==> src/verilog/tcu_pkg.sv <==
// Package for the timer control and interrupt block: offsets, fields, reset values
package tcu_pkg;
  localparam logic [7:0]  OFS_CTRL     = 8'h00;
  localparam logic [7:0]  OFS_CMD      = 8'h04;
  localparam logic [7:0]  OFS_IMASK    = 8'h08;
  localparam logic [7:0]  OFS_IMSET    = 8'h0C;
  localparam logic [7:0]  OFS_IMCLR    = 8'h10;
  localparam logic [7:0]  OFS_ICLR     = 8'h14;
  localparam logic [7:0]  OFS_RAW      = 8'h18;
  localparam logic [7:0]  OFS_MASKED   = 8'h1C;
  localparam logic [7:0]  OFS_STATUS   = 8'h20;
  // Control word: one 6-bit field per counter, B at bit 8
  localparam int          CTRL_B_POS   = 8;
  localparam int          F_EDGE_POS   = 0;
  localparam int          F_ACTLOW_POS = 2;
  localparam int          F_HALT_POS   = 3;
  localparam int          F_TRIG_POS   = 4;
  localparam int          F_WAIT_POS   = 5;
  // Edge select codes
  localparam logic [1:0]  EDGE_RISE    = 2'h0;
  localparam logic [1:0]  EDGE_FALL    = 2'h1;
  localparam logic [1:0]  EDGE_BOTH    = 2'h3;
  // Command word bits
  localparam int          CMD_EN_A     = 0;
  localparam int          CMD_EN_B     = 1;
  localparam int          CMD_DIS_A    = 2;
  localparam int          CMD_DIS_B    = 3;
  // Interrupt bit layout
  localparam int          IRQ_W        = 7;
  localparam int          IRQ_A_TO     = 0;
  localparam int          IRQ_A_CM     = 1;
  localparam int          IRQ_A_CE     = 2;
  localparam int          IRQ_RTC      = 3;
  localparam int          IRQ_B_TO     = 4;
  localparam int          IRQ_B_CM     = 5;
  localparam int          IRQ_B_CE     = 6;
  localparam logic [31:0] CTRL_RST     = 32'h0000_0000;
  localparam logic [6:0]  IMASK_RST    = 7'h00;

  typedef struct packed {
    logic       start_on_chain_trigger;
    logic       trigger_out_enable;
    logic       halt_in_debug;
    logic       pwm_active_low;
    logic [1:0] edge_sel;
  } tcu_cfg_t;

  typedef struct packed {
    logic capture_match;
    logic capture_event;
    logic timeout;
  } tcu_evt_t;
endpackage

==> src/verilog/tcu_top.sv <==
// Timer control and interrupt block with APB register access
//
// The APB register port and the address map were chosen for this implementation.
`timescale 1ns/1ps
module tcu_top
  import tcu_pkg::*;
(
  input  wire logic        clk_sys,
  input  wire logic        rst,
  input  wire logic        psel,
  input  wire logic        penable,
  input  wire logic        pwrite,
  input  wire logic [7:0]  paddr,
  input  wire logic [31:0] pwdata,
  output logic             pready,
  output logic [31:0]      prdata,
  output logic             pslverr,
  input  wire logic [1:0]  capture_pin,
  input  wire logic        debug_halt,
  input  wire logic [1:0]  pwm_level,
  input  wire logic [1:0]  timeout_evt,
  input  wire logic [1:0]  capture_match_evt,
  input  wire logic        clock_alarm_evt,
  output logic [1:0]       pwm_out,
  output logic [1:0]       count_run,
  output logic [1:0]       capture_edge,
  output logic [1:0]       trigger_out,
  output logic             irq
);

  logic [31:0]      ctrl_reg;
  logic [1:0]       enable_reg;
  logic [1:0]       armed_reg;
  logic [IRQ_W-1:0] imask_reg;
  logic [IRQ_W-1:0] raw_reg;
  logic [IRQ_W-1:0] raw_next;
  logic [1:0]       cap_meta_reg;
  logic [1:0]       cap_sync_reg;
  logic [1:0]       cap_prev_reg;
  logic [1:0]       dbg_sync_reg;
  logic [1:0]       hit;
  logic [1:0]       run;
  logic [1:0]       halted;
  logic             acc_first;
  logic [IRQ_W-1:0] src_evt;
  logic [IRQ_W-1:0] clr_mask;
  logic [IRQ_W-1:0] masked_stat;
  logic [3:0]       status_word;
  logic             wr_en;
  logic             rd_en;
  logic             addr_ok;
  logic [31:0]      rd_data;
  tcu_cfg_t         cfg [2];
  tcu_evt_t         evt [2];

  // Exact byte-address match
  function automatic logic sel_addr(input logic [7:0] a, input logic [7:0] ofs);
    sel_addr = (a == ofs);
  endfunction

  // Unused code 2 behaves as rising edge
  function automatic logic edge_hit(input logic [1:0] sel, input logic now, input logic prev);
    case (sel)
      EDGE_BOTH: edge_hit = now ^ prev;
      EDGE_FALL: edge_hit = !now && prev;
      default:   edge_hit = now && !prev;
    endcase
  endfunction

  // One wait state: effect in the first access cycle, pready in the next
  assign wr_en = psel && penable && pwrite;
  assign rd_en = psel && penable && !pwrite;
  assign acc_first   = psel && penable && !pready;
  assign masked_stat = raw_reg & imask_reg;
  // Status: armed flags above run flags
  assign status_word = {armed_reg, run};

  always_comb
  begin
    addr_ok = 1'b1;
    rd_data = 32'h0000_0000;
    case (paddr)
      OFS_CTRL:   rd_data = ctrl_reg;
      OFS_CMD:    rd_data = {30'h0000_0000, enable_reg};
      OFS_IMASK:  rd_data = {25'h000_0000, imask_reg};
      // Write-only registers read as zero
      OFS_IMSET:  rd_data = 32'h0000_0000;
      OFS_IMCLR:  rd_data = 32'h0000_0000;
      OFS_ICLR:   rd_data = 32'h0000_0000;
      OFS_RAW:    rd_data = {25'h000_0000, raw_reg};
      OFS_MASKED: rd_data = {25'h000_0000, masked_stat};
      OFS_STATUS: rd_data = {28'h000_0000, status_word};
      default:    addr_ok = 1'b0;
    endcase
  end

  always_ff @(posedge clk_sys or posedge rst)
  begin
    if (rst)
    begin
      pready  <= 1'b0;
      prdata  <= 32'h0000_0000;
      pslverr <= 1'b0;
    end
    else
    begin
      // Registered answer: pready rises one cycle into the access phase
      pready  <= acc_first;
      pslverr <= acc_first && !addr_ok;
      // Read data stands only with pready; writes and errors answer zero
      if (rd_en && !pready)
      begin
        prdata <= rd_data;
      end
      else
      begin
        prdata <= 32'h0000_0000;
      end
    end
  end

  // Configuration; A and B fields written together cover the both-counter case
  always_ff @(posedge clk_sys or posedge rst)
  begin
    if (rst)
    begin
      ctrl_reg <= CTRL_RST;
    end
    else if (wr_en && !pready && sel_addr(paddr, OFS_CTRL))
    begin
      // Reserved bits are kept but drive nothing
      ctrl_reg <= pwdata;
    end
  end

  // Pins from outside pass two flops before use
  // Pin pulses shorter than one clock may be missed
  always_ff @(posedge clk_sys or posedge rst)
  begin
    if (rst)
    begin
      cap_meta_reg <= 2'b00;
      cap_sync_reg <= 2'b00;
      cap_prev_reg <= 2'b00;
      dbg_sync_reg <= 2'b00;
    end
    else
    begin
      cap_meta_reg <= capture_pin;
      cap_sync_reg <= cap_meta_reg;
      cap_prev_reg <= cap_sync_reg;
      dbg_sync_reg <= {dbg_sync_reg[0], debug_halt};
    end
  end

  generate
    for (genvar i = 0; i < 2; i++)
    begin : g_cnt
      assign cfg[i] = tcu_cfg_t'(ctrl_reg[i*CTRL_B_POS +: 6]);
      assign hit[i]    = edge_hit(cfg[i].edge_sel, cap_sync_reg[i], cap_prev_reg[i]);
      assign halted[i] = cfg[i].halt_in_debug && dbg_sync_reg[1];
      assign run[i]    = enable_reg[i] && armed_reg[i] && !halted[i];
      // Capture events only count while the counter runs
      assign evt[i] = '{capture_match: capture_match_evt[i], capture_event: hit[i] && run[i],
                        timeout: timeout_evt[i]};

      always_ff @(posedge clk_sys or posedge rst)
      begin
        if (rst)
        begin
          enable_reg[i] <= 1'b0;
          armed_reg[i]  <= 1'b0;
        end
        else
        begin
          // Disable beats enable when both bits are written together
          if (wr_en && !pready && sel_addr(paddr, OFS_CMD) && pwdata[CMD_DIS_A + i])
          begin
            enable_reg[i] <= 1'b0;
            armed_reg[i]  <= 1'b0;
          end
          else if (wr_en && !pready && sel_addr(paddr, OFS_CMD) && pwdata[CMD_EN_A + i])
          begin
            enable_reg[i] <= 1'b1;
            armed_reg[i]  <= !cfg[i].start_on_chain_trigger;
          end
          // A waits on the timeout of B and B on that of A
          else if (enable_reg[i] && !armed_reg[i] && timeout_evt[(i + 1) % 2])
          begin
            armed_reg[i] <= 1'b1;
          end
        end
      end

      always_ff @(posedge clk_sys or posedge rst)
      begin
        if (rst)
        begin
          pwm_out[i]      <= 1'b0;
          count_run[i]    <= 1'b0;
          capture_edge[i] <= 1'b0;
          trigger_out[i]  <= 1'b0;
        end
        else
        begin
          // Registered so every port comes from a flop
          pwm_out[i]      <= pwm_level[i] ^ cfg[i].pwm_active_low;
          count_run[i]    <= run[i];
          capture_edge[i] <= hit[i] && run[i];
          trigger_out[i]  <= timeout_evt[i] && cfg[i].trigger_out_enable;
        end
      end
    end
  endgenerate

  always_ff @(posedge clk_sys or posedge rst)
  begin
    if (rst)
    begin
      imask_reg <= IMASK_RST;
    end
    else if (wr_en && !pready)
    begin
      // Full load, or set and clear by bit mask
      if (sel_addr(paddr, OFS_IMASK))
      begin
        imask_reg <= pwdata[IRQ_W-1:0];
      end
      else if (sel_addr(paddr, OFS_IMSET))
      begin
        imask_reg <= imask_reg | pwdata[IRQ_W-1:0];
      end
      else if (sel_addr(paddr, OFS_IMCLR))
      begin
        imask_reg <= imask_reg & ~pwdata[IRQ_W-1:0];
      end
    end
  end

  // Sources gathered in the interrupt bit layout
  always_comb
  begin
    src_evt           = {IRQ_W{1'b0}};
    src_evt[IRQ_A_TO] = evt[0].timeout;
    src_evt[IRQ_A_CM] = evt[0].capture_match;
    src_evt[IRQ_A_CE] = evt[0].capture_event;
    src_evt[IRQ_RTC]  = clock_alarm_evt;
    src_evt[IRQ_B_TO] = evt[1].timeout;
    src_evt[IRQ_B_CM] = evt[1].capture_match;
    src_evt[IRQ_B_CE] = evt[1].capture_event;
  end

  // Bits dropped this cycle by the clear mask or by clear-on-read
  always_comb
  begin
    clr_mask = {IRQ_W{1'b0}};
    if (wr_en && !pready && sel_addr(paddr, OFS_ICLR))
    begin
      clr_mask = pwdata[IRQ_W-1:0];
    end
    if (rd_en && !pready && sel_addr(paddr, OFS_RAW))
    begin
      clr_mask = {IRQ_W{1'b1}};
    end
  end

  // New events win over a clear or clear-on-read in the same cycle
  generate
    for (genvar b = 0; b < IRQ_W; b++)
    begin : g_raw
      assign raw_next[b] = src_evt[b] || (raw_reg[b] && !clr_mask[b]);
    end
  endgenerate

  always_ff @(posedge clk_sys or posedge rst)
  begin
    if (rst)
    begin
      raw_reg <= {IRQ_W{1'b0}};
      irq     <= 1'b0;
    end
    else
    begin
      // The irq level tracks raw_next; a mask write shows one cycle later
      raw_reg <= raw_next;
      irq     <= |(raw_next & imask_reg);
    end
  end

endmodule

==> config.mk <==
export PLATFORM = sky130hd
export DESIGN_NAME = tcu_top
export DESIGN_NICKNAME = d
export VERILOG_FILES = /design/src/verilog/tcu_pkg.sv /design/src/verilog/tcu_top.sv
export SDC_FILE = /design/constraint.sdc
export NUM_CORES = 1
export LEC_CHECK = 0
export BUFFER_PORTS_ARGS = -buffer_cell sky130_fd_sc_hd__buf_2
export CORE_UTILIZATION = 45
export DETAILED_ROUTE_END_ITERATION = 6
export PLACE_DENSITY_LB_ADDON = 0.2
export RECOVER_POWER = 100
export SLEW_MARGIN = 40
export SYNTH_ARGS = -nofsm -noshare
export SYNTH_HDL_FRONTEND = slang
export SYNTH_SLANG_ARGS = --single-unit
==> constraint.sdc <==
create_clock -name clk_sys -period 7.1 [get_ports clk_sys]
set_input_delay 1.775 -clock clk_sys [delete_from_list [all_inputs] [get_ports clk_sys]]
set_output_delay 1.775 -clock clk_sys [all_outputs]
set_load 0.03 [all_outputs]
==> flow_metrics.env, run 1 <==
export IMPL_coreArea_um2=8720
export IMPL_syn_inst=330
export IMPL_gr_usage_all_layers_pct=19.3
export IMPL_arrival_ns=5.06
export IMPL_cts_sinks=101
export IMPL_slew_violations=34
export IMPL_power_density_nw_per_um2=210
export IMPL_initial_utilization_pct=46.6
export IMPL_final_cells=543
export IMPL_first_global_vias=2820
export IMPL_p_switching_uw=247
export IMPL_hold_path_startpoint="dbg_sync_reg[0]$_DFF_PP0_"
export IMPL_cp_start_kind="input pin"
export IMPL_layout_common_cells="dfrtp_1 (101), clkbuf_1 (50), buf_2 (48)"
export IMPL_holdWs_ns=0.355
export IMPL_avgRoutedWirePerCell_um=15.8
export IMPL_drt_total_wl_um=8560
export IMPL_drc=0
export IMPL_layout_commonest_cell="dfrtp_1"
export IMPL_endpoint_kind="flip-flop"
export IMPL_via_count=2878
export IMPL_clk_path_buf_depth=2
export IMPL_p_leak_uw=0.00235
export IMPL_post_place_ws_ns=2.72
export IMPL_clkPwrFrac_pct=35.0
export IMPL_drv_cap=2
export IMPL_max_freq_ghz=0.208
export IMPL_place_hpwl_um=6060
export IMPL_grt_setup_unrepaired="false"
export IMPL_layout_setup_ws_ns=2.29
export IMPL_hp_class="reg -> reg"
export IMPL_grt_pass1_wl_um=14100
export IMPL_place_inst=527
export IMPL_htree_levels=3
export IMPL_setup_violations=0
export IMPL_ys_ff_latch=101
export IMPL_die_w_um=97.0
export IMPL_grt_ovfl_total=0
export IMPL_synth_area_leader_cell="dfrtp_1"
export IMPL_viasPerCell=5.30
export IMPL_row_count=34
export IMPL_syn_to_final_growth_pct=16.6
export IMPL_fillers=807
export IMPL_grt_antenna_before_repair=0
export IMPL_post_cts_setup_buffer_count=0
export IMPL_critical_path_class="in -> reg"
export IMPL_synth_warnings=0
export IMPL_final_hold_viol_count=0
export IMPL_r2r_start="pready$_DFF_PP0_"
export IMPL_avgSynthCellArea_um2=12.3
export IMPL_grt_max_degree=68
export IMPL_die_y_um=97.0
export IMPL_ir_worst_vdd_v=0.000115
export IMPL_intPower_uw=747
export IMPL_first_iter_violations=146
export IMPL_ys_async_sr_fraction_pct=100
export IMPL_max_slew_margin_pct=-5.15
export IMPL_violations="capacitance limit, slew limit"
export IMPL_power_frac_comb_pct=5.7
export IMPL_tightestPinTransition_ns=1.58
export IMPL_path_clk_slew_ns=0.10
export IMPL_postRouteAntennaNets=0
export IMPL_fin_tns_setup_ns=0
export IMPL_clock_skew_ns=0.0123
export IMPL_min_period_ns=4.81
export IMPL_ys_top_cells_by_area="dfrtp_1 (62%), mux2_1 (7.8%), and2_1 (4.2%)"
export IMPL_period_share_pct=67.8
export IMPL_diodes=0
export IMPL_ctsResizeCount=0
export IMPL_fin_util_pct=54.3
export IMPL_cts_root_buf="clkbuf_8"
export IMPL_drive_gt1_share_pct=17.0
export IMPL_seqPwrFrac_pct=59.2
export IMPL_io_pins=98
export IMPL_insertion_delay_ns=0.36
export IMPL_nets=489
export IMPL_hold_buffers=0
export IMPL_p_sw_share_pct=24.8
export IMPL_die_area_um2=9410
export IMPL_critPathLaunch="paddr[5]"
export IMPL_synth_edf_count=0
export IMPL_tritoncts="built"
export IMPL_yosysTopAreaCellShare_pct=62.2
export IMPL_path_max_fanout=33
export IMPL_yosysSeqAreaShare_pct=62.2
export IMPL_status="complete, but fails checks"
export IMPL_cp_data_required_time_ns=7.35
export IMPL_syn_nets=389
export IMPL_cts_buffers=9
export IMPL_port_buffers=97
export IMPL_first_pass_iters=5
export IMPL_gp_congestion=0.917
export IMPL_synth_flop_cell="dfrtp_1"
export IMPL_syn_cell_area_um2=4060
export IMPL_synthDistinctLibCells=44
## cell families (layout without fill, tap and decap cells)
| group | Yosys count | after routing | share of synthesized area (%) |
|---|---|---|---|
| compound gates | 62 | 62 | 10.4 |
| fa+ha+maj | 4 | 4 | 1.23 |
| flops | 101 | 101 | 62.2 |
| xor+xnor | 3 | 3 | 0.647 |
| simple gates | 100 | 100 | 13.6 |
| mux | 31 | 31 | 8.59 |
| buf+inv | 29 | 134 | 3.29 |
## layer usage
| layer | global-route usage (%) | vias to the layer above | wire (um) |
|---|---|---|---|
| li1 | - | 1354 | - |
| met1 | 25.8 | 1420 | 3820 |
| met2 | 31.7 | 97 | 4190 |
| met3 | 3.47 | 7 | 466 |
| met4 | 6.77 | 0 | 90 |
| met5 | 0 | - | 0 |
## cell usage after synthesis (2+ instances only)
| cell type | count |
|---|---|
| nand3_1 | 4 |
| a21oi_1 | 8 |
| a21o_1 | 8 |
| a31oi_1 | 2 |
| a22o_1 | 3 |
| and2_1 | 27 |
| o21ai_0 | 18 |
| nor3_2 | 2 |
| mux2_2 | 3 |
| clkbuf_1 | 4 |
| nor2_1 | 24 |
| a221oi_1 | 3 |
| buf_4 | 2 |
| o211ai_1 | 2 |
| ha_1 | 4 |
| a311oi_1 | 2 |
| inv_1 | 19 |
| mux2_1 | 28 |
| nor4b_1 | 2 |
| buf_6 | 2 |
| o22ai_1 | 4 |
| nor3_1 | 3 |
| buf_2 | 2 |
| a222oi_1 | 5 |
| dfrtp_1 | 101 |
| a31o_2 | 3 |
| nand2_1 | 20 |
| nor4_1 | 5 |
| and3_1 | 2 |
| or4b_1 | 2 |
| xor2_1 | 3 |
## stage by stage
stage          power, uW  area, um^2
3_5_place_dp         660        4640
3_3_place_gp         658        4640
5_1_grt             1040        4740
4_1_cts             1010        4830
2_1_floorplan        628        4060
6_report             993        4740
## power groups by stage
stage	combinational, uW	sequential (uW)	clock [uW]
6_report	56.9	589	348
3_5_place_dp	60.0	600	0
5_1_grt	64.5	590	385
2_1_floorplan	25.5	603	0
4_1_cts	60.3	588	358
3_3_place_gp	58.8	599	0
## worst max-delay path, cell delays in order
cell and delay (ns):
clkbuf_1 0.14, or4_1 0.59, or2_0 0.31, nor2_1 0.46
and3_1 1.31, mux2_2 0.44
## cell type report
| class | count | area (um^2) | share of cell area (%) |
|---|---|---|---|
| multi-input combinational | 200 | 1380 | 29.0 |
| sequential | 101 | 2530 | 53.4 |
| inverter | 19 | 72.6 | 1.53 |
| clock inverter | 6 | 50.0 | 1.06 |
| timing repair buffer | 99 | 439 | 9.27 |
| clock buffer | 10 | 138 | 2.91 |
| tap | 108 | 135 | 2.85 |
## worst paths after layout
kind | endpoint | slack, ns | cells after the start
max in group asynchronous | ctrl_reg[9]$_DFFE_PP0P_ | 4.21 | 3
worst max-delay path | ctrl_reg[10]$_DFFE_PP0P_ | 2.29 | 6
worst min-delay path | dbg_sync_reg[1]$_DFF_PP0_ | 0.35 | 0
worst max register to register | irq$_DFF_PP0_ | 4.32 | 6
min in group asynchronous | ctrl_reg[15]$_DFFE_PP0P_ | 1.74 | 2
worst min register to register | dbg_sync_reg[1]$_DFF_PP0_ | 0.35 | 0
Power figures use the tool's default switching activity.
==> inputs of run 2 (changes only) <==
==> constraint.sdc (replaced) <==
create_clock -name clk_sys -period 4.3 [get_ports clk_sys]
set_input_delay 1.075 -clock clk_sys [delete_from_list [all_inputs] [get_ports clk_sys]]
set_output_delay 1.075 -clock clk_sys [all_outputs]
set_load 0.03 [all_outputs]
==> run 2 against run 1 <==
Against the previous run:
- the flow still finishes with violations (capacitance limit, slew limit)
- routed wire length rose by 3.0%
- register-to-register slack got worse by 2.7 ns
- global-route usage rose by 0.59 points
- total power rose by 67%
- sequential share of layout area fell by 0.41 points
- utilization rose by 0.42 points
- setup slack got worse by 1.4 ns
- combinational power rose by 67%
- cell count rose by 0.18%
- critical endpoint is now irq$_DFF_PP0_
- sequential power rose by 65%
- hold slack improved by 0.00057 ns
- largest power group unchanged
==> flow_metrics.env, run 2 (synthesis gave the netlist of run 1 again) <==
export IMPL_status="complete, but fails checks"
export IMPL_violations="capacitance limit, slew limit"
export IMPL_row_count=34
export IMPL_post_cts_setup_buffer_count=0
export IMPL_drt_total_wl_um=8820
export IMPL_endpoint_kind="flip-flop"
export IMPL_grt_ovfl_total=0
export IMPL_die_area_um2=9410
export IMPL_io_pins=98
export IMPL_place_hpwl_um=6260
export IMPL_holdWs_ns=0.355
export IMPL_fillers=788
export IMPL_r2r_start="pready$_DFF_PP0_"
export IMPL_diodes=0
export IMPL_fin_tns_setup_ns=0
export IMPL_drc=0
export IMPL_layout_commonest_cell="dfrtp_1"
export IMPL_gr_usage_all_layers_pct=19.9
export IMPL_max_slew_margin_pct=-60.2
export IMPL_fin_util_pct=54.7
export IMPL_clk_path_buf_depth=2
export IMPL_clock_skew_ns=0.0116
export IMPL_min_path_cells=0
export IMPL_tightestPinTransition_ns=2.39
export IMPL_period_share_pct=80.2
export IMPL_setup_violations=0
export IMPL_viasPerCell=5.32
export IMPL_grt_max_degree=57
export IMPL_port_buffers=97
export IMPL_hold_buffers=0
export IMPL_cp_data_required_time_ns=4.53
export IMPL_drive_gt1_share_pct=17.7
export IMPL_insertion_delay_ns=0.37
export IMPL_max_freq_ghz=0.290
export IMPL_cts_root_buf="clkbuf_8"
export IMPL_crit_family="simple AND/OR/NAND/NOR gates"
export IMPL_first_pass_iters=4
export IMPL_crit_chain="clkbuf_1, or4b_1, nor4_1, nand2_1, a31o_1, a222oi_1, nand3_1"
export IMPL_hold_path_startpoint="dbg_sync_reg[0]$_DFF_PP0_"
export IMPL_avgRoutedWirePerCell_um=16.2
export IMPL_die_w_um=97.0
export IMPL_cts_buffers=9
export IMPL_postRouteAntennaNets=0
export IMPL_initial_utilization_pct=46.6
export IMPL_nets=492
export IMPL_r2r_cells=6
export IMPL_critPathLaunch="paddr[5]"
export IMPL_grt_antenna_before_repair=0
export IMPL_slew_violations=57
export IMPL_hp_class="reg -> reg"
export IMPL_drv_cap=1
export IMPL_ctsResizeCount=0
export IMPL_holdPathEnd="dbg_sync_reg[1]$_DFF_PP0_"
export IMPL_layout_common_cells="dfrtp_1 (101), buf_2 (51), clkbuf_1 (49)"
export IMPL_path_max_fanout=8
export IMPL_grt_setup_unrepaired="false"
export IMPL_worst_r2r_setup_slack_ns=1.66
export IMPL_die_y_um=97.0
export IMPL_min_period_ns=3.45
export IMPL_cp_start_kind="input pin"
export IMPL_power_density_nw_per_um2=349
export IMPL_ir_worst_vdd_v=0.000173
export IMPL_p_leak_uw=0.00237
export IMPL_grt_pass1_wl_um=14400
export IMPL_via_count=2894
export IMPL_path_buf_inv=1
export IMPL_max_stage_delay_ns=0.89
export IMPL_arrival_ns=3.68
export IMPL_regToRegEndpoint="irq$_DFF_PP0_"
export IMPL_final_hold_viol_count=0
export IMPL_first_iter_violations=191
export IMPL_first_global_vias=2799
export IMPL_coreArea_um2=8720
export IMPL_gp_congestion=0.878
export IMPL_syn_to_final_growth_pct=17.5
export IMPL_tritoncts="built"
export IMPL_critical_path_class="in -> reg"
export IMPL_cts_sinks=101
export IMPL_htree_levels=3
export IMPL_path_clk_slew_ns=0.09
export IMPL_slowest_stage="nor4_1"
run 2: worst register-to-register path: cells and delay by family (launching register included):
family,cells,cell delay (ns)
compound gates,2,0.64
simple gates,4,1.48
flops,1,0.40
run 2: worst max-delay path by stage:
| stage | to | slack, ns | cells after the start |
|---|---|---|---|
| detailed placement | ctrl_reg[18]$_DFFE_PP0P_ | 0.83 | 7 |
| floorplan | asynchronous set/reset pin | 0.58 | 1 |
| global route | irq$_DFF_PP0_ | 0.62 | 7 |
| global placement | ctrl_reg[13]$_DFFE_PP0P_ | 0.89 | 7 |
| finish | irq$_DFF_PP0_ | 0.85 | 7 |
| CTS | ctrl_reg[11]$_DFFE_PP0P_ | 1.21 | 7 |
run 2: power by group:
part           internal [uW]  total [uW]  switching, uW
Sequential               964         972           8.43
Clock                    281         597            315
Combinational           33.3        95.1           61.8
Total                   1280        1660            385
run 2: final cells by class:
| type | count | area (um^2) | share of cell area, % |
|---|---|---|---|
| Clock buffer | 11 | 141 | 2.96 |
| Clock inverter | 3 | 46.3 | 0.970 |
| Inverter | 19 | 72.6 | 1.52 |
| Multi-Input combinational cell | 200 | 1380 | 29.0 |
| Sequential cell | 101 | 2530 | 52.9 |
| Tap cell | 108 | 135 | 2.83 |
| Timing Repair Buffer | 102 | 468 | 9.80 |
run 2: metrics by stage:
step	instances	worst slack (ns)	power [uW]	area, um^2
3_3_place_gp	530	0.886	1090	4680
2_1_floorplan	330	0.578	1040	4060
4_1_cts	544	1.21	1680	4870
5_1_grt	544	0.623	1730	4770
6_report	544	0.852	1660	4770
3_5_place_dp	530	0.831	1090	4680
run 2: metal layers:
metal  vias to the layer above  wire, um  track usage, %  share of wire, %
met4                         0       113            8.15               1.3
met5                         -         0               0                 0
met1                      1421      3870            26.8                44
met2                       101      4210            31.7                48
li1                       1363         -               -                 -
met3                         9       627            3.83               7.1
